`src/rtl/uce_pkg.sv`:
```
// Constants, types and helpers shared by the command engine and its timer
package uce_pkg;

  // Clock and execution times
  localparam int CLK_PERIOD_NS    = 100;
  localparam int T_RST_HOLD_NS    = 30_000_000;
  localparam int T_RESET_ALL_NS   = 30_000_000;
  localparam int T_MODE_NS        = 10_000;
  localparam int T_ENDP_NS        = 2_000;
  localparam int T_RATE_MIN_NS    = 100_000;
  localparam int T_OTHER_NS       = 1_500;
  localparam int TMR_W            = 19;
  localparam logic [TMR_W-1:0] MODE_CYC  =
    TMR_W'((T_MODE_NS + CLK_PERIOD_NS - 1) / CLK_PERIOD_NS);
  localparam logic [TMR_W-1:0] ENDP_CYC  =
    TMR_W'((T_ENDP_NS + CLK_PERIOD_NS - 1) / CLK_PERIOD_NS);
  localparam logic [TMR_W-1:0] RATE_CYC  =
    TMR_W'((T_RATE_MIN_NS + CLK_PERIOD_NS - 1) / CLK_PERIOD_NS);
  localparam logic [TMR_W-1:0] OTHER_CYC =
    TMR_W'((T_OTHER_NS + CLK_PERIOD_NS - 1) / CLK_PERIOD_NS);

  // Buffer layout: ep0 and ep1 small, ep2 shared with the host pair
  localparam int             MEM_DEPTH = 80;
  localparam logic [6:0]     EP_SMALL  = 7'h08;
  localparam logic [6:0]     EP_BIG    = 7'h40;
  localparam logic [6:0]     EP1_BASE  = 7'h08;
  localparam logic [6:0]     EP2_BASE  = 7'h10;
  localparam logic [7:0]     EP1_IN_NUM  = 8'h81;
  localparam logic [7:0]     EP1_OUT_NUM = 8'h01;
  localparam logic [7:0]     EP2_IN_NUM  = 8'h82;
  localparam logic [7:0]     EP2_OUT_NUM = 8'h02;

  // Command codes (values arbitrary)
  localparam logic [7:0] CMD_GET_STATUS  = 8'h22;
  localparam logic [7:0] CMD_RESET_ALL   = 8'h05;
  localparam logic [7:0] CMD_SET_MODE    = 8'h15;
  localparam logic [7:0] CMD_ENDP_CFG    = 8'h1C;
  localparam logic [7:0] CMD_SERIAL_RATE = 8'h02;
  localparam logic [7:0] CMD_TOKEN_SEND  = 8'h4F;
  localparam logic [7:0] CMD_WR_EP0      = 8'h29;
  localparam logic [7:0] CMD_WR_EP1      = 8'h2A;
  localparam logic [7:0] CMD_WR_EP2      = 8'h2B;
  localparam logic [7:0] CMD_RD_DATA     = 8'h28;
  localparam logic [7:0] MODE_HOST_VAL   = 8'h06;
  localparam logic [7:0] ST_CMD_DONE     = 8'h14;
  localparam logic [7:0] RATE_RESET      = 8'h00;

  typedef enum logic [1:0] {
    ST_IDLE = 2'b00,
    ST_IN   = 2'b01,
    ST_OUT  = 2'b10,
    ST_EXEC = 2'b11
  } uce_state_type;

  function automatic logic [6:0] ep_base(input logic [1:0] ep);
    ep_base = (ep == 2'd0) ? 7'h00 : (ep == 2'd1) ? EP1_BASE : EP2_BASE;
  endfunction

  function automatic logic [6:0] ep_size(input logic [1:0] ep);
    ep_size = (ep == 2'd2) ? EP_BIG : EP_SMALL;
  endfunction

endpackage

```
`src/rtl/uce_tmr_if.sv`:
```
// Start and completion signals between command decoder and execution timer
interface uce_tmr_if;
  import uce_pkg::*;
  logic             start;
  logic [TMR_W-1:0] count;
  logic             busy;
  logic             done;
  modport ctrl (output start, output count, input busy, input done);
  modport tmr  (input start, input count, output busy, output done);
endinterface

```
`src/rtl/uce_exec_timer.sv`:
```
// Execution timer: one done pulse a loaded number of cycles after start
module uce_exec_timer (
  // Clock and reset
  input  wire logic clk_i,
  input  wire logic rst_i,
  // Control
  uce_tmr_if.tmr    tmr
);
  import uce_pkg::*;

  logic [TMR_W-1:0] left_q;
  logic [TMR_W-1:0] elapsed_q;
  logic [TMR_W-1:0] target_q;
  logic             done_q;

  always_ff @(posedge clk_i) begin
    if (rst_i) begin
      left_q <= '0;
      done_q <= 1'b0;
    end else if (tmr.start) begin
      left_q <= tmr.count;
      done_q <= 1'b0;
    end else begin
      done_q <= (left_q == TMR_W'(1));
      if (left_q != '0) begin
        left_q <= left_q - TMR_W'(1);
      end
    end
  end

  // Helper for checking the exact execution time
  always_ff @(posedge clk_i) begin
    if (rst_i) begin
      elapsed_q <= '0;
      target_q  <= '0;
    end else if (tmr.start) begin
      elapsed_q <= '0;
      target_q  <= tmr.count;
    end else if (elapsed_q != {TMR_W{1'b1}}) begin
      elapsed_q <= elapsed_q + TMR_W'(1);
    end
  end

  assign tmr.busy = (left_q != '0);
  assign tmr.done = done_q;
endmodule

```
`src/rtl/uce_cmd_engine.sv`:
```
// Command interpreter and endpoint buffers behind the 8-bit controller port
module uce_cmd_engine #(
  parameter int unsigned RST_HOLD_CYC  = uce_pkg::T_RST_HOLD_NS / uce_pkg::CLK_PERIOD_NS,
  parameter int unsigned RESET_ALL_CYC = uce_pkg::T_RESET_ALL_NS / uce_pkg::CLK_PERIOD_NS
) (
  // Clock and reset
  input  wire logic       clk_i,
  input  wire logic       sys_rst_i,
  // Controller parallel port
  input  wire logic       cs_n_i,
  input  wire logic       wr_n_i,
  input  wire logic       rd_n_i,
  input  wire logic       port_select_i,
  input  wire logic [7:0] data_i,
  output logic      [7:0] data_o,
  output logic            data_oe_n_o,
  output logic            int_n_o,
  // Reset and clock status
  output logic            rst_busy_o,
  output logic            pll_run_o,
  // Serial engine receive side
  input  wire logic       usb_rx_valid_i,
  input  wire logic [1:0] usb_rx_ep_i,
  input  wire logic [7:0] usb_rx_data_i,
  input  wire logic       usb_rx_end_i,
  // Serial engine transmit side
  input  wire logic       usb_tx_rd_i,
  input  wire logic [1:0] usb_tx_ep_i,
  input  wire logic [5:0] usb_tx_idx_i,
  output logic      [7:0] usb_tx_data_o,
  output logic      [6:0] usb_tx_len_o,
  // Serial engine events and control
  input  wire logic       usb_evt_i,
  input  wire logic [7:0] usb_evt_code_i,
  output logic            usb_host_mode_o,
  output logic            token_req_o,
  output logic      [7:0] token_o,
  output logic      [7:0] ep_cfg_o,
  output logic     [15:0] serial_rate_o
);
  import uce_pkg::*;

  uce_tmr_if tmr_if ();

  logic [TMR_W-1:0] hold_q;
  logic             core_rst;
  logic             wr_act, rd_act;
  logic             wr_act_q, rd_act_q, wr_cmd_q, rd_cmd_q;
  logic [7:0]       wr_data_q;
  logic             wr_end, rd_end, cmd_take, in_take, out_take;
  uce_state_type    state_q;
  logic [7:0]       cmd_q;
  logic [6:0]       cnt_q, idx_q;
  logic             len_pend_q, rate_hi_q;
  logic [1:0]       sel_ep_q;
  logic [7:0]       out_byte_q;
  logic             host_q;
  logic [7:0]       up_mem [MEM_DEPTH];
  logic [7:0]       dn_mem [MEM_DEPTH];
  logic [6:0]       up_len_q [3];
  logic [1:0]       rx_ep, rx_ep_q;
  logic [6:0]       rx_wp_q, rx_len_q;
  logic             int_pend_q;
  logic [7:0]       int_stat_q;
  logic             status_cmd;
  logic             tstart_q;
  logic [TMR_W-1:0] tcount_q;
  logic [7:0]       data_q, tx_data_q, token_q, ep_cfg_q;
  logic [15:0]      rate_q;
  logic             token_req_q, rst_busy_q;

  // Internal reset stretch after external reset or full reset command
  always_ff @(posedge clk_i) begin
    if (sys_rst_i) begin
      hold_q <= TMR_W'(RST_HOLD_CYC);
    end else if (cmd_take && wr_data_q == CMD_RESET_ALL && !core_rst) begin
      hold_q <= TMR_W'(RESET_ALL_CYC);
    end else if (hold_q != '0) begin
      hold_q <= hold_q - TMR_W'(1);
    end
  end
  assign core_rst = sys_rst_i || (hold_q != '0);

  always_ff @(posedge clk_i) begin
    rst_busy_q <= core_rst;
  end
  assign rst_busy_o = rst_busy_q;
  // Multiplier for the serial engine reference runs only while neither external reset nor the reset stretch is active
  assign pll_run_o  = !rst_busy_q;

  // Strobe sampling; a byte is taken at the end of its strobe
  assign wr_act = !cs_n_i && !wr_n_i;
  assign rd_act = !cs_n_i && !rd_n_i && wr_n_i;
  always_ff @(posedge clk_i) begin
    if (core_rst) begin
      wr_act_q  <= 1'b0;
      rd_act_q  <= 1'b0;
      wr_cmd_q  <= 1'b0;
      rd_cmd_q  <= 1'b0;
      wr_data_q <= 8'h00;
    end else begin
      wr_act_q <= wr_act;
      rd_act_q <= rd_act;
      if (wr_act) begin
        wr_data_q <= data_i;
        wr_cmd_q  <= port_select_i;
      end
      if (rd_act) begin
        rd_cmd_q <= port_select_i;
      end
    end
  end
  assign wr_end     = wr_act_q && !wr_act;
  assign rd_end     = rd_act_q && !rd_act;
  assign cmd_take   = wr_end && wr_cmd_q;
  assign in_take    = wr_end && !wr_cmd_q && (state_q == ST_IN);
  assign out_take   = rd_end && !rd_cmd_q && (state_q == ST_OUT);
  assign status_cmd = cmd_take && (wr_data_q == CMD_GET_STATUS);

  // Command sequencer
  always_ff @(posedge clk_i) begin
    if (core_rst) begin
      state_q    <= ST_IDLE;
      cmd_q      <= 8'h00;
      cnt_q      <= 7'h00;
      idx_q      <= 7'h00;
      len_pend_q <= 1'b0;
      rate_hi_q  <= 1'b0;
      sel_ep_q   <= 2'd0;
      out_byte_q <= 8'h00;
      tstart_q   <= 1'b0;
      tcount_q   <= '0;
    end else begin
      tstart_q <= 1'b0;
      if (cmd_take) begin
        cmd_q      <= wr_data_q;
        idx_q      <= 7'h00;
        len_pend_q <= 1'b0;
        rate_hi_q  <= 1'b0;
        state_q    <= ST_IN;
        cnt_q      <= 7'd1;
        case (wr_data_q)
          CMD_GET_STATUS: begin
            state_q    <= ST_OUT;
            out_byte_q <= int_stat_q;
          end
          CMD_SET_MODE, CMD_ENDP_CFG, CMD_SERIAL_RATE: begin
          end
          CMD_TOKEN_SEND: begin
            if (!host_q) begin
              state_q <= ST_IDLE;
            end
          end
          CMD_WR_EP0, CMD_WR_EP1, CMD_WR_EP2: begin
            sel_ep_q   <= wr_data_q[1:0] - 2'd1;
            len_pend_q <= 1'b1;
            if (host_q && wr_data_q != CMD_WR_EP2) begin
              state_q <= ST_IDLE;
            end
          end
          CMD_RD_DATA: begin
            state_q    <= ST_OUT;
            len_pend_q <= 1'b1;
            out_byte_q <= {1'b0, rx_len_q};
          end
          CMD_RESET_ALL: begin
            state_q <= ST_IDLE;
          end
          default: begin
            state_q  <= ST_EXEC;
            tstart_q <= 1'b1;
            tcount_q <= OTHER_CYC;
          end
        endcase
      end else if (in_take) begin
        case (cmd_q)
          CMD_SET_MODE: begin
            state_q  <= ST_EXEC;
            tstart_q <= 1'b1;
            tcount_q <= MODE_CYC;
          end
          CMD_ENDP_CFG: begin
            state_q  <= ST_EXEC;
            tstart_q <= 1'b1;
            tcount_q <= ENDP_CYC;
          end
          CMD_SERIAL_RATE: begin
            rate_hi_q <= 1'b1;
            if (rate_hi_q) begin
              state_q  <= ST_EXEC;
              tstart_q <= 1'b1;
              tcount_q <= RATE_CYC;
            end
          end
          CMD_TOKEN_SEND: begin
            state_q  <= ST_EXEC;
            tstart_q <= 1'b1;
            tcount_q <= OTHER_CYC;
          end
          default: begin
            if (len_pend_q) begin
              len_pend_q <= 1'b0;
              // Length clamps to the buffer size, never above 64
              cnt_q <= (wr_data_q[6:0] > ep_size(sel_ep_q) || wr_data_q[7])
                       ? ep_size(sel_ep_q) : wr_data_q[6:0];
              if (wr_data_q == 8'h00) begin
                state_q <= ST_IDLE;
              end
            end else begin
              idx_q <= idx_q + 7'd1;
              cnt_q <= cnt_q - 7'd1;
              if (cnt_q == 7'd1) begin
                state_q  <= ST_EXEC;
                tstart_q <= 1'b1;
                tcount_q <= OTHER_CYC;
              end
            end
          end
        endcase
      end else if (out_take) begin
        if (cmd_q == CMD_GET_STATUS) begin
          state_q <= ST_IDLE;
        end else if (len_pend_q) begin
          len_pend_q <= 1'b0;
          cnt_q      <= rx_len_q;
          out_byte_q <= dn_mem[ep_base(rx_ep_q)];
          idx_q      <= 7'd1;
          if (rx_len_q == 7'h00) begin
            state_q <= ST_IDLE;
          end
        end else begin
          cnt_q      <= cnt_q - 7'd1;
          out_byte_q <= dn_mem[ep_base(rx_ep_q) + idx_q];
          idx_q      <= idx_q + 7'd1;
          if (cnt_q == 7'd1) begin
            state_q  <= ST_EXEC;
            tstart_q <= 1'b1;
            tcount_q <= OTHER_CYC;
          end
        end
      end else if (state_q == ST_EXEC && tmr_if.done) begin
        state_q <= ST_IDLE;
      end
    end
  end

  assign tmr_if.start = tstart_q;
  assign tmr_if.count = tcount_q;

  uce_exec_timer u_timer (
    .clk_i (clk_i),
    .rst_i (core_rst),
    .tmr   (tmr_if.tmr)
  );

  // Settings taken from input bytes
  always_ff @(posedge clk_i) begin
    if (core_rst) begin
      host_q      <= 1'b0;
      ep_cfg_q    <= 8'h00;
      rate_q      <= {RATE_RESET, RATE_RESET};
      token_q     <= 8'h00;
      token_req_q <= 1'b0;
    end else begin
      token_req_q <= 1'b0;
      if (in_take) begin
        case (cmd_q)
          CMD_SET_MODE:    host_q <= (wr_data_q == MODE_HOST_VAL);
          CMD_ENDP_CFG:    ep_cfg_q <= wr_data_q;
          CMD_SERIAL_RATE: begin
            if (rate_hi_q) begin
              rate_q[15:8] <= wr_data_q;
            end else begin
              rate_q[7:0] <= wr_data_q;
            end
          end
          CMD_TOKEN_SEND: begin
            token_q     <= wr_data_q;
            token_req_q <= 1'b1;
          end
          default: begin
          end
        endcase
      end
    end
  end

  // Upstream buffers; ep2 upstream is also the host output buffer
  always_ff @(posedge clk_i) begin
    if (in_take && !len_pend_q && cmd_q[7:2] == CMD_WR_EP0[7:2]) begin
      up_mem[ep_base(sel_ep_q) + idx_q] <= wr_data_q;
    end
  end

  always_ff @(posedge clk_i) begin
    if (core_rst) begin
      up_len_q <= '{default: 7'h00};
    end else if (in_take && len_pend_q && cmd_q[7:2] == CMD_WR_EP0[7:2]) begin
      up_len_q[sel_ep_q] <= (wr_data_q[6:0] > ep_size(sel_ep_q) || wr_data_q[7])
                            ? ep_size(sel_ep_q) : wr_data_q[6:0];
    end
  end

  // Downstream buffers; ep2 downstream is also the host input buffer
  assign rx_ep = host_q ? 2'd2 : usb_rx_ep_i;
  always_ff @(posedge clk_i) begin
    if (usb_rx_valid_i && rx_wp_q < ep_size(rx_ep)) begin
      dn_mem[ep_base(rx_ep) + rx_wp_q] <= usb_rx_data_i;
    end
  end

  always_ff @(posedge clk_i) begin
    if (core_rst) begin
      rx_wp_q  <= 7'h00;
      rx_len_q <= 7'h00;
      rx_ep_q  <= 2'd0;
    end else if (usb_rx_end_i) begin
      rx_wp_q  <= 7'h00;
      rx_len_q <= rx_wp_q;
      rx_ep_q  <= rx_ep;
    end else if (usb_rx_valid_i && rx_wp_q < ep_size(rx_ep)) begin
      rx_wp_q <= rx_wp_q + 7'd1;
    end
  end

  // Transmit read port for the serial engine
  always_ff @(posedge clk_i) begin
    if (core_rst) begin
      tx_data_q <= 8'h00;
    end else if (usb_tx_rd_i) begin
      tx_data_q <= up_mem[ep_base(usb_tx_ep_i) + {1'b0, usb_tx_idx_i}];
    end
  end
  assign usb_tx_data_o = tx_data_q;
  assign usb_tx_len_o  = (usb_tx_ep_i == 2'd3) ? 7'h00 : up_len_q[usb_tx_ep_i];

  // Interrupt: set by bus events and command completion, cleared by status query
  always_ff @(posedge clk_i) begin
    if (core_rst) begin
      int_pend_q <= 1'b0;
      int_stat_q <= 8'h00;
    end else if (usb_evt_i) begin
      int_pend_q <= 1'b1;
      int_stat_q <= usb_evt_code_i;
    end else if (state_q == ST_EXEC && tmr_if.done) begin
      int_pend_q <= 1'b1;
      int_stat_q <= ST_CMD_DONE;
    end else if (status_cmd) begin
      int_pend_q <= 1'b0;
    end
  end
  assign int_n_o = !int_pend_q;

  // Read data: status on the command port, buffered byte on the data port
  always_ff @(posedge clk_i) begin
    if (core_rst) begin
      data_q <= 8'h00;
    end else begin
      data_q <= port_select_i ? {!int_pend_q, 7'h00} : out_byte_q;
    end
  end
  assign data_o      = data_q;
  assign data_oe_n_o = !rd_act;

  assign usb_host_mode_o = host_q;
  assign token_req_o     = token_req_q;
  assign token_o         = token_q;
  assign ep_cfg_o        = ep_cfg_q;
  assign serial_rate_o   = rate_q;
endmodule

```
`config.mk`:
```
export PLATFORM = sky130hd
export DESIGN_NAME = uce_cmd_engine
export DESIGN_NICKNAME = d
export VERILOG_FILES = /design/src/rtl/uce_pkg.sv /design/src/rtl/uce_tmr_if.sv /design/src/rtl/uce_exec_timer.sv /design/src/rtl/uce_cmd_engine.sv
export SDC_FILE = /design/constraint.sdc
export NUM_CORES = 2
export LEC_CHECK = 0
export ABC_AREA = 1
export BUFFER_PORTS_ARGS = -buffer_cell sky130_fd_sc_hd__buf_2
export CORE_MARGIN = 2
export CORE_UTILIZATION = 45
export CTS_BUF_LIST = sky130_fd_sc_hd__clkbuf_8
export DETAILED_ROUTE_END_ITERATION = 7
export PLACE_DENSITY = 0.69
export SLEW_MARGIN = 20
export SYNTH_ARGS = -nofsm -noshare
export SYNTH_HDL_FRONTEND = slang
export SYNTH_SLANG_ARGS = --single-unit
```
`constraint.sdc`:
```
create_clock -name clk_i -period 7.4 [get_ports clk_i]
set_input_delay 0 -clock clk_i [delete_from_list [all_inputs] [get_ports clk_i]]
set_output_delay 0 -clock clk_i [all_outputs]
set_load 0.02 [all_outputs]
```
# Word level (Yosys, flattened, before mapping)
# Memory sizes are Yosys's and may differ from the RTL's. A register that Yosys moved wholly into a read port is not among the register bits.
# Cells that the tools add are included.
dict set report op_classes {
  bitwise_logic 4
  mux 90
  add_sub_neg 10
  reduce_logical 75
  eq_ne 42
  order_cmp 5
}
# operator n
set ops {}
lappend ops {{2-to-1 mux 19 bit} 10}
lappend ops {{2-to-1 mux 7 bit} 19}
lappend ops {{one-hot mux 19 bit (4 select lines)} 1}
lappend ops {{2-to-1 mux 8 bit} 8}
lappend ops {{equality test 8 x 6 -> 1 bit, second input constant} 6}
lappend ops {{2-to-1 mux 5 bit} 8}
lappend ops {{nonzero test 19 bit} 2}
lappend ops {{subtractor 19 x 1 -> 19 bit, second input constant} 2}
lappend ops {{equality test 8 x 5 -> 1 bit, second input constant} 4}
lappend ops {{2-to-1 mux 1 bit} 25}
lappend ops {{2-to-1 mux 2 bit} 12}
lappend ops {{adder 5 x 7 -> 7 bit} 3}
lappend ops {{bitwise mux 21 bit} 1}
lappend ops {{logical AND 1 bit} 21}
lappend ops {{equality test 19 x 1 -> 1 bit, second input constant} 1}
lappend ops {{equality test 8 x 2 -> 1 bit, second input constant} 2}
lappend ops {{equality test 8 x 3 -> 1 bit, second input constant} 2}
lappend ops {{equality test 8 x 7 -> 1 bit, second input constant} 2}
lappend ops {{one-hot mux 8 bit (2 select lines)} 1}
lappend ops {{AND reduction 4 bit} 4}
lappend ops {{adder 7 x 1 -> 7 bit, second input constant} 2}
lappend ops {{binary-select mux 7 bit (select 2 bit)} 1}
lappend ops {{demux 7 bit (select 2 bit)} 1}
lappend ops {{OR reduction 2 bit} 7}
lappend ops {{35 further kinds} 81}
dict set report word_totals {
  ramBits 1280
  memories 2
  register_bits 196
  wordCells 264
}
# name words word_bits read_ports rd_clocked_by_memory_dff write_ports line
set mem_list {}
lappend mem_list {dn_mem 80 8 2 0 1 uce_cmd_engine.sv:59} ;# logic [7:0] dn_mem [MEM_DEPTH];
lappend mem_list {up_mem 80 8 1 1 1 uce_cmd_engine.sv:58} ;# logic [7:0] up_mem [MEM_DEPTH];

# Longest topological paths before layout
dict set report depth {
  depth_word 10
  depth_mapped 19
  ltp_nobuf 15
}

# Hierarchy
# Synthesis repeated with hierarchy kept, for this count alone.
dict set report hier_totals {
  cells_unflattened 5723
  area_unflattened_um2 61835.6
}
# module cells_each seq_area_each_um2 area_each_um2 instances
set by_module_without_submodules {}
lappend by_module_without_submodules {uce_cmd_engine 5512 42120.4 60476.8 1}
lappend by_module_without_submodules {uce_exec_timer 211 400.4 1358.8 1}

# Worst setup path before layout
# OpenSTA, ideal clock, no wires.
dict set report synth_path {
  path_type {register to register}
  startpoint {register wr_data_q[0]}
  endpoint {register tcount_q[9]}
  t_arrival_ps 3232
  required_ps 7268
  path_slack_ps 4036
  stages_incl_launch_ff 12
  n_path_buf 1
  synth_period_minus_slack_ps 3364
  cell_sequence {dfxtp_1 > inv_1 > ha_1 > nor3_1 > nor3_4 > nor2_1 > nand4_1 > a21oi_4 > nand2_4 > buf_6 > nand2_1 > a21oi_1}
}
dict set report synth_between {
  elab_chain_len 4
}
# item line
set synth_lines {}
lappend synth_lines {{from (decl)} uce_cmd_engine.sv:49} ;# logic [7:0] wr_data_q;
lappend synth_lines {{from (signal assigned)} uce_cmd_engine.sv:105} ;# wr_data_q <= data_i;
lappend synth_lines {{equality test 8 x 3 -> 1 bit, or another cell as far along} uce_cmd_engine.sv:142} ;# case (wr_data_q)
lappend synth_lines {{OR reduction 10 bit (no source line) (*)} -}
lappend synth_lines {{inequality test 2 bit (no source line) (*)} -}
lappend synth_lines {{AND reduction 4 bit (no source line) (*)} -}
lappend synth_lines {{to (signal assigned)} uce_cmd_engine.sv:132} ;# tcount_q <= '0;
lappend synth_lines {{to (signal assigned)} uce_cmd_engine.sv:172} ;# tcount_q <= OTHER_CYC;
lappend synth_lines {{to (signal assigned)} uce_cmd_engine.sv:180} ;# tcount_q <= MODE_CYC;
lappend synth_lines {{to (decl)} uce_cmd_engine.sv:67} ;# logic [TMR_W-1:0] tcount_q;
# Mark *: on every way between the ends. The rest lies on a longest branch, timed or not.
# A chain may end at the register's enable or synchronous reset.

# Worst setup path in the final report
dict set report layout_path {
  startpoint {register hold_q[0]}
  endpoint {register wr_cmd_q}
}
dict set report layout_between {
  elab_chain_len 2
}
# item line
set layout_lines {}
lappend layout_lines {{from (decl)} uce_cmd_engine.sv:45} ;# logic [TMR_W-1:0] hold_q;
lappend layout_lines {{from (signal assigned)} uce_cmd_engine.sv:75} ;# hold_q <= TMR_W'(RST_HOLD_CYC);
lappend layout_lines {{from (signal assigned)} uce_cmd_engine.sv:77} ;# hold_q <= TMR_W'(RESET_ALL_CYC);
lappend layout_lines {{from (signal assigned)} uce_cmd_engine.sv:79} ;# hold_q <= hold_q - TMR_W'(1);
lappend layout_lines {{nonzero test 19 bit} uce_cmd_engine.sv:82} ;# assign core_rst = sys_rst_i || (hold_q != '0);
lappend layout_lines {{logical OR 1 bit} uce_cmd_engine.sv:82}
lappend layout_lines {{to (signal assigned)} uce_cmd_engine.sv:106} ;# wr_cmd_q <= port_select_i;
lappend layout_lines {{to (decl)} uce_cmd_engine.sv:48} ;# logic wr_act_q, rd_act_q, wr_cmd_q, rd_cmd_q;
# Every way passes these cells.

==> impl_results.html <==
<table>
<tr><th>Metric</th><th>Value</th></tr>
<tr><th colspan="2">Status</th></tr>
<tr><td>Result of the run</td><td>complete, no violations</td></tr>
<tr><th colspan="2">Synth</th></tr>
<tr><td>Post-synth top area share</td><td>roughly three fifths</td></tr>
<tr><td>Number of enable flip-flop cells after synthesis</td><td>roughly 1300</td></tr>
<tr><td>Fraction of the mapped netlist area in compound gates</td><td>approximately 8.3%</td></tr>
<tr><td>Total number of yosys warnings</td><td>0</td></tr>
<tr><td>Fraction of synthesized cell area in xor and xnor cells</td><td>less than 1%</td></tr>
<tr><td>Synth Cell Area</td><td>about 0.063 sq mm</td></tr>
<tr><td>Post-synthesis mux area share</td><td>0%</td></tr>
<tr><td>Synth cell types</td><td>53</td></tr>
<tr><td>Leading post-synthesis cells by cell area</td><td>edfxtp_1 (61%), nand2_1 (7.8%), dfxtp_1 (6.5%), nor2_1 (5.3%), o21ai_0 (3.5%)</td></tr>
<tr><td>Area fraction in and, or, nand and nor cells after synthesis</td><td>between 15 and 20%</td></tr>
<tr><td>Cell type with the highest aggregate area in the netlist</td><td>edfxtp_1</td></tr>
<tr><td>Adder-cell area share of the yosys netlist</td><td>0.626%</td></tr>
<tr><td>Post-Synthesis Cells</td><td>5993</td></tr>
<tr><td>Share of the yosys chip area belonging to registers</td><td>between 60% and 70%</td></tr>
<tr><td>Fraction of registers with async set or reset after synthesis</td><td>0%</td></tr>
<tr><td>Mean area per synthesized cell</td><td>roughly 10 sq um</td></tr>
<tr><td>Post-synthesis sequential element count</td><td>between 1000 and 1500</td></tr>
<tr><td>Primary FF master, synth</td><td>edfxtp_1</td></tr>
<tr><td>Net count of the mapped netlist</td><td>just over 6000</td></tr>
<tr><td>Combinational family with the most area after synthesis</td><td>simple AND/OR/NAND/NOR gates</td></tr>
<tr><th colspan="2">Detailed routing</th></tr>
<tr><td>Top metal layer carrying routed signals</td><td>met5</td></tr>
<tr><td>Via count normalized by instance count</td><td>about 5.4</td></tr>
<tr><td>Routed wire length on met2</td><td>76700 um</td></tr>
<tr><td>Number of optimization iterations in the first detailed-route pass</td><td>8</td></tr>
<tr><td>Met1 layer wirelength in the final routing</td><td>67100 um</td></tr>
<tr><td>Number of remaining DRC errors</td><td>0</td></tr>
<tr><td>Count of nets left with antenna violations after detail routing</td><td>0</td></tr>
<tr><td>Total number of vias</td><td>~44000</td></tr>
<tr><td>DRT Wirelength</td><td>~160000 um</td></tr>
<tr><td>Wire length on met3</td><td>approximately 13000 um</td></tr>
<tr><td>Starting DRC count in detailed routing</td><td>~5400</td></tr>
<tr><td>DR WL/cell</td><td>19.8 um</td></tr>
<tr><th colspan="2">Floorplan</th></tr>
<tr><td>Number of rows created at floorplan</td><td>approximately 140</td></tr>
<tr><td>Core outline area</td><td>between 0.1 and 0.15 sq mm</td></tr>
<tr><td># IOs</td><td>approximately 110</td></tr>
<tr><td>Die Outline Area</td><td>around 0.14 sq mm</td></tr>
<tr><td>X dimension of the die</td><td>~380 um</td></tr>
<tr><td>Starting density of the core</td><td>between 40% and 50%</td></tr>
<tr><td>Height of the die</td><td>approximately 380 um</td></tr>
<tr><th colspan="2">Layout</th></tr>
<tr><td>Layout cell share with drive strength beyond 1</td><td>between 8 and 9%</td></tr>
<tr><td>Number of fill cells in the layout</td><td>12300</td></tr>
<tr><td>Final nets</td><td>around 6200</td></tr>
<tr><td>Total area of multi-input combinational cells</td><td>roughly 0.017 sq mm</td></tr>
<tr><td>Reg area</td><td>0.0426 sq mm</td></tr>
<tr><td>Relative area change from synthesis to final layout</td><td>10.7%</td></tr>
<tr><th colspan="2">Job</th></tr>
<tr><td>Max-capacitance violation count</td><td>0</td></tr>
<tr><th colspan="2">GRT</th></tr>
<tr><td>Via count of the first global-routing pass</td><td>around 43000</td></tr>
<tr><td>Final global-route overflow total</td><td>0</td></tr>
<tr><td>Pin count of the biggest net entering global routing</td><td>between 150 and 200</td></tr>
<tr><td>Wire length of the first global-routing pass</td><td>247000 um</td></tr>
<tr><td>Overall fraction of global-route tracks in use</td><td>between 20% and 30%</td></tr>
<tr><td>Number of antenna violations at the first check in global routing</td><td>2</td></tr>
<tr><th colspan="2">Pwr</th></tr>
<tr><td>Sw power</td><td>around 0.0036 W</td></tr>
<tr><td>Net switching share of the total power</td><td>a little under a quarter</td></tr>
<tr><td>Relative contribution of sequential cells to total power</td><td>a little under three fifths</td></tr>
<tr><td>Total power consumption of the routed design</td><td>0.0158 W</td></tr>
<tr><td>Cell area power density</td><td>about 230 mW/mm^2</td></tr>
<tr><td>Int Pwr</td><td>~0.012 W</td></tr>
<tr><td>Share of total power in combinational logic</td><td>about 3.7%</td></tr>
<tr><td>Clock share of power</td><td>about two fifths</td></tr>
<tr><td>Worst IR drop on VDD</td><td>0.000212 V</td></tr>
<tr><td>Leakage power</td><td>roughly 26 nW</td></tr>
<tr><th colspan="2">Clocking</th></tr>
<tr><td>Clock tree from TritonCTS</td><td>yes</td></tr>
<tr><td>Library cell used as clock root buffer</td><td>clkbuf_8</td></tr>
<tr><td>Number of buffers on the longest clock path</td><td>3</td></tr>
<tr><td>Sinks on Clock Net</td><td>between 1000 and 1500</td></tr>
<tr><td>Clock latency at the later pin of the worst-skew pair</td><td>0.93 ns</td></tr>
<tr><td>Setup Buffers After CTS</td><td>0</td></tr>
<tr><td>Inserted Clock Buffers</td><td>218</td></tr>
<tr><td>Post-CTS Hold Buffers</td><td>97</td></tr>
<tr><td>Number of H-tree branching levels</td><td>4</td></tr>
<tr><td>Clock edge transition at the registers on the reported setup and hold paths</td><td>about 0.070 ns</td></tr>
<tr><td>Quantity of gates resized following cts</td><td>0</td></tr>
<tr><th colspan="2">Setup path</th></tr>
<tr><td>Crit path arrival time</td><td>5.14 ns</td></tr>
<tr><td>Crit path required time</td><td>8.24 ns</td></tr>
<tr><td>Top cell family by delay on the critical path</td><td>buffers and inverters</td></tr>
<tr><td>Kind of end point of the critical path</td><td>flip-flop</td></tr>
<tr><td>Stage delay of the slowest cell on the critical path</td><td>about 0.57 ns</td></tr>
<tr><td>Nature of the critical path startpoint</td><td>flip-flop</td></tr>
<tr><td>Worst-path cell chain</td><td>inv_1 -&gt; ha_1 -&gt; nand4_1 -&gt; nor3_4 -&gt; nand2_4 -&gt; nor2_4 -&gt; buf_4 -&gt; clkinv_2 -&gt; buf_4 -&gt; nor2_1 -&gt; nand2_1 -&gt; dlygate4sd3_1 -&gt; nand2_1 -&gt; dlygate4sd3_1</td></tr>
<tr><td>Critical path buffer and inverter count</td><td>6</td></tr>
<tr><td>Worst Setup Path Type</td><td>flip-flop to flip-flop</td></tr>
<tr><td>Slowest library cell on the worst path</td><td>dlygate4sd3_1</td></tr>
<tr><td>Maximum fanout along the worst path</td><td>85</td></tr>
<tr><th colspan="2">Worst hold path</th></tr>
<tr><td>Worst hold path class</td><td>primary input to flip-flop</td></tr>
<tr><th colspan="2">STA</th></tr>
<tr><td>Count of final hold-check violations</td><td>0</td></tr>
<tr><td>Tmin final</td><td>around 4.3 ns</td></tr>
<tr><td>F_max</td><td>around 230 MHz</td></tr>
<tr><td>Setup repair after global routing missed its margin</td><td>false</td></tr>
<tr><td>Final-layout setup total negative slack</td><td>0 ns</td></tr>
<tr><td>Actual slew at the worst max-slew pin</td><td>roughly 1.2 ns</td></tr>
<tr><td>Final period utilization</td><td>between 50% and 60%</td></tr>
<tr><td>Setup violators final</td><td>0</td></tr>
<tr><td>Max-Slew Margin vs Limit</td><td>between 20% and 30%</td></tr>
<tr><td>Count of pins over their slew limit</td><td>0</td></tr>
<tr><td>Setup Skew</td><td>approximately 0.044 ns</td></tr>
<tr><th colspan="2">Place</th></tr>
<tr><td>HPWL after detailed placement</td><td>approximately 95000 um</td></tr>
<tr><td>Port Buf Inserts</td><td>~100</td></tr>
<tr><td>Placer's final routability congestion estimate</td><td>approximately 0.91</td></tr>
</table>
## routing by layer
layer | track usage [%] | vias to the layer above
li1 | - | 20700
met1 | 30.0 | 21300
met2 | 36.3 | 2003
met3 | 4.33 | 356
met4 | 8.73 | 2
met5 | 0 | -
## per-stage QoR
step | setup WS, ns | hold WS, ns | std cells | instance area, sq um | utilization (%)
4_1_cts | 3.19 | 0.0211 | 8207 | 69500 | 50.0
3_5_place_dp | 3.56 | 0.248 | 7706 | 64500 | 46.4
3_3_place_gp | 3.65 | 0.241 | 7706 | 64500 | 46.4
6_report | 3.11 | 0.0929 | 8210 | 69500 | 50.0
2_1_floorplan | 4.04 | 0.0989 | 5993 | 62800 | -
5_1_grt | 2.86 | 0.109 | 8208 | 69500 | 50.0
## final cells by class
class	count	area share, %
multi-input combinational	3685	24.1
antenna	3	0.0108
inverter	516	2.81
timing repair buffer	242	2.65
sequential	1484	61.2
tap	1876	3.38
clock buffer	226	4.48
clock inverter	178	1.29
## state kept, by name, indices dropped and copies added (netlist names), 7 cells and up
signal and cells:
u_timer.left_q 19, data_o 8, usb_tx_data_o 8, rx_wp_q 7, out_byte_q 8, up_mem 640
rx_len_q 7, up_len_q 21, tcount_q 19, idx_q 7, cnt_q 7, ep_cfg_o 8
dn_mem 640, serial_rate_o 16, int_stat_q 8, token_o 8, wr_data_q 8, hold_q 19
cmd_q 8
## cell families after synthesis
group | after synthesis
adders and majority gates | 29
xor gates and xnor gates | 19
DFF | 1484
buffers and inverters | 824
and+or+nand+nor | 2696
AOI/OAI and AO/OA | 941
## worst paths after layout
kind / from / endpoint / slack, ns / depth (start not counted)
worst min register to register: hold_q[11]$_SDFFE_PP0P_ / hold_q[11]$_SDFFE_PP0P_ / 0.45 / 1
worst max register to register: hold_q[0]$_SDFFE_PP0P_ / wr_cmd_q$_SDFFE_PP0P_ / 3.11 / 14
worst max-delay path: hold_q[0]$_SDFFE_PP0P_ / wr_cmd_q$_SDFFE_PP0P_ / 3.11 / 14
worst min-delay path: sys_rst_i / hold_q[18]$_SDFFE_PP1P_ / 0.09 / 4
## worst reg2reg max path, stage by stage (launching register included)
cell and delay, ns:
dfxtp_1 0.34, inv_1 0.15, ha_1 0.17, nand4_1 0.15, nor3_4 0.17, nand2_4 0.12
nor2_4 0.09, buf_4 0.51, clkinv_2 0.49, buf_4 0.54, nor2_1 0.25, nand2_1 0.08
dlygate4sd3_1 0.57, nand2_1 0.07, dlygate4sd3_1 0.54
## synth_stat cells, types with 15 or more instances
cell type  number
o211ai_1       33
nor2_1        882
nand3_1       368
clkbuf_1      133
buf_6          21
a211oi_1       20
inv_1         484
a21oi_1       170
dfxtp_1       204
buf_4          29
xor2_1         15
o21ai_0       444
nor3_1         43
edfxtp_1     1280
o21ai_1        78
ha_1           25
buf_2         109
o221ai_1       26
inv_2          29
or2_2          26
nand2_1      1308
o22ai_1       149
## power groups by stage
stage | clock network (W) | logic, W | registers (W)
CTS | 0.00623 | 0.000576 | 0.00903
global route | 0.00658 | 0.000635 | 0.00902
detailed placement | 0 | 0.000543 | 0.00920
finish | 0.00615 | 0.000586 | 0.00903
global placement | 0 | 0.000539 | 0.00920
floorplan | 0 | 0.000320 | 0.00921
## cell usage in the layout (no fill, tap or decap), types with 149 or more instances in the layout
master	n
o21ai_0	444
o22ai_1	149
nand3_1	368
a21oi_1	170
nand2_1	1308
inv_1	562
nor2_1	882
clkbuf_8	227
edfxtp_1	1280
dfxtp_1	195
(Power assumes the default switching activity.)
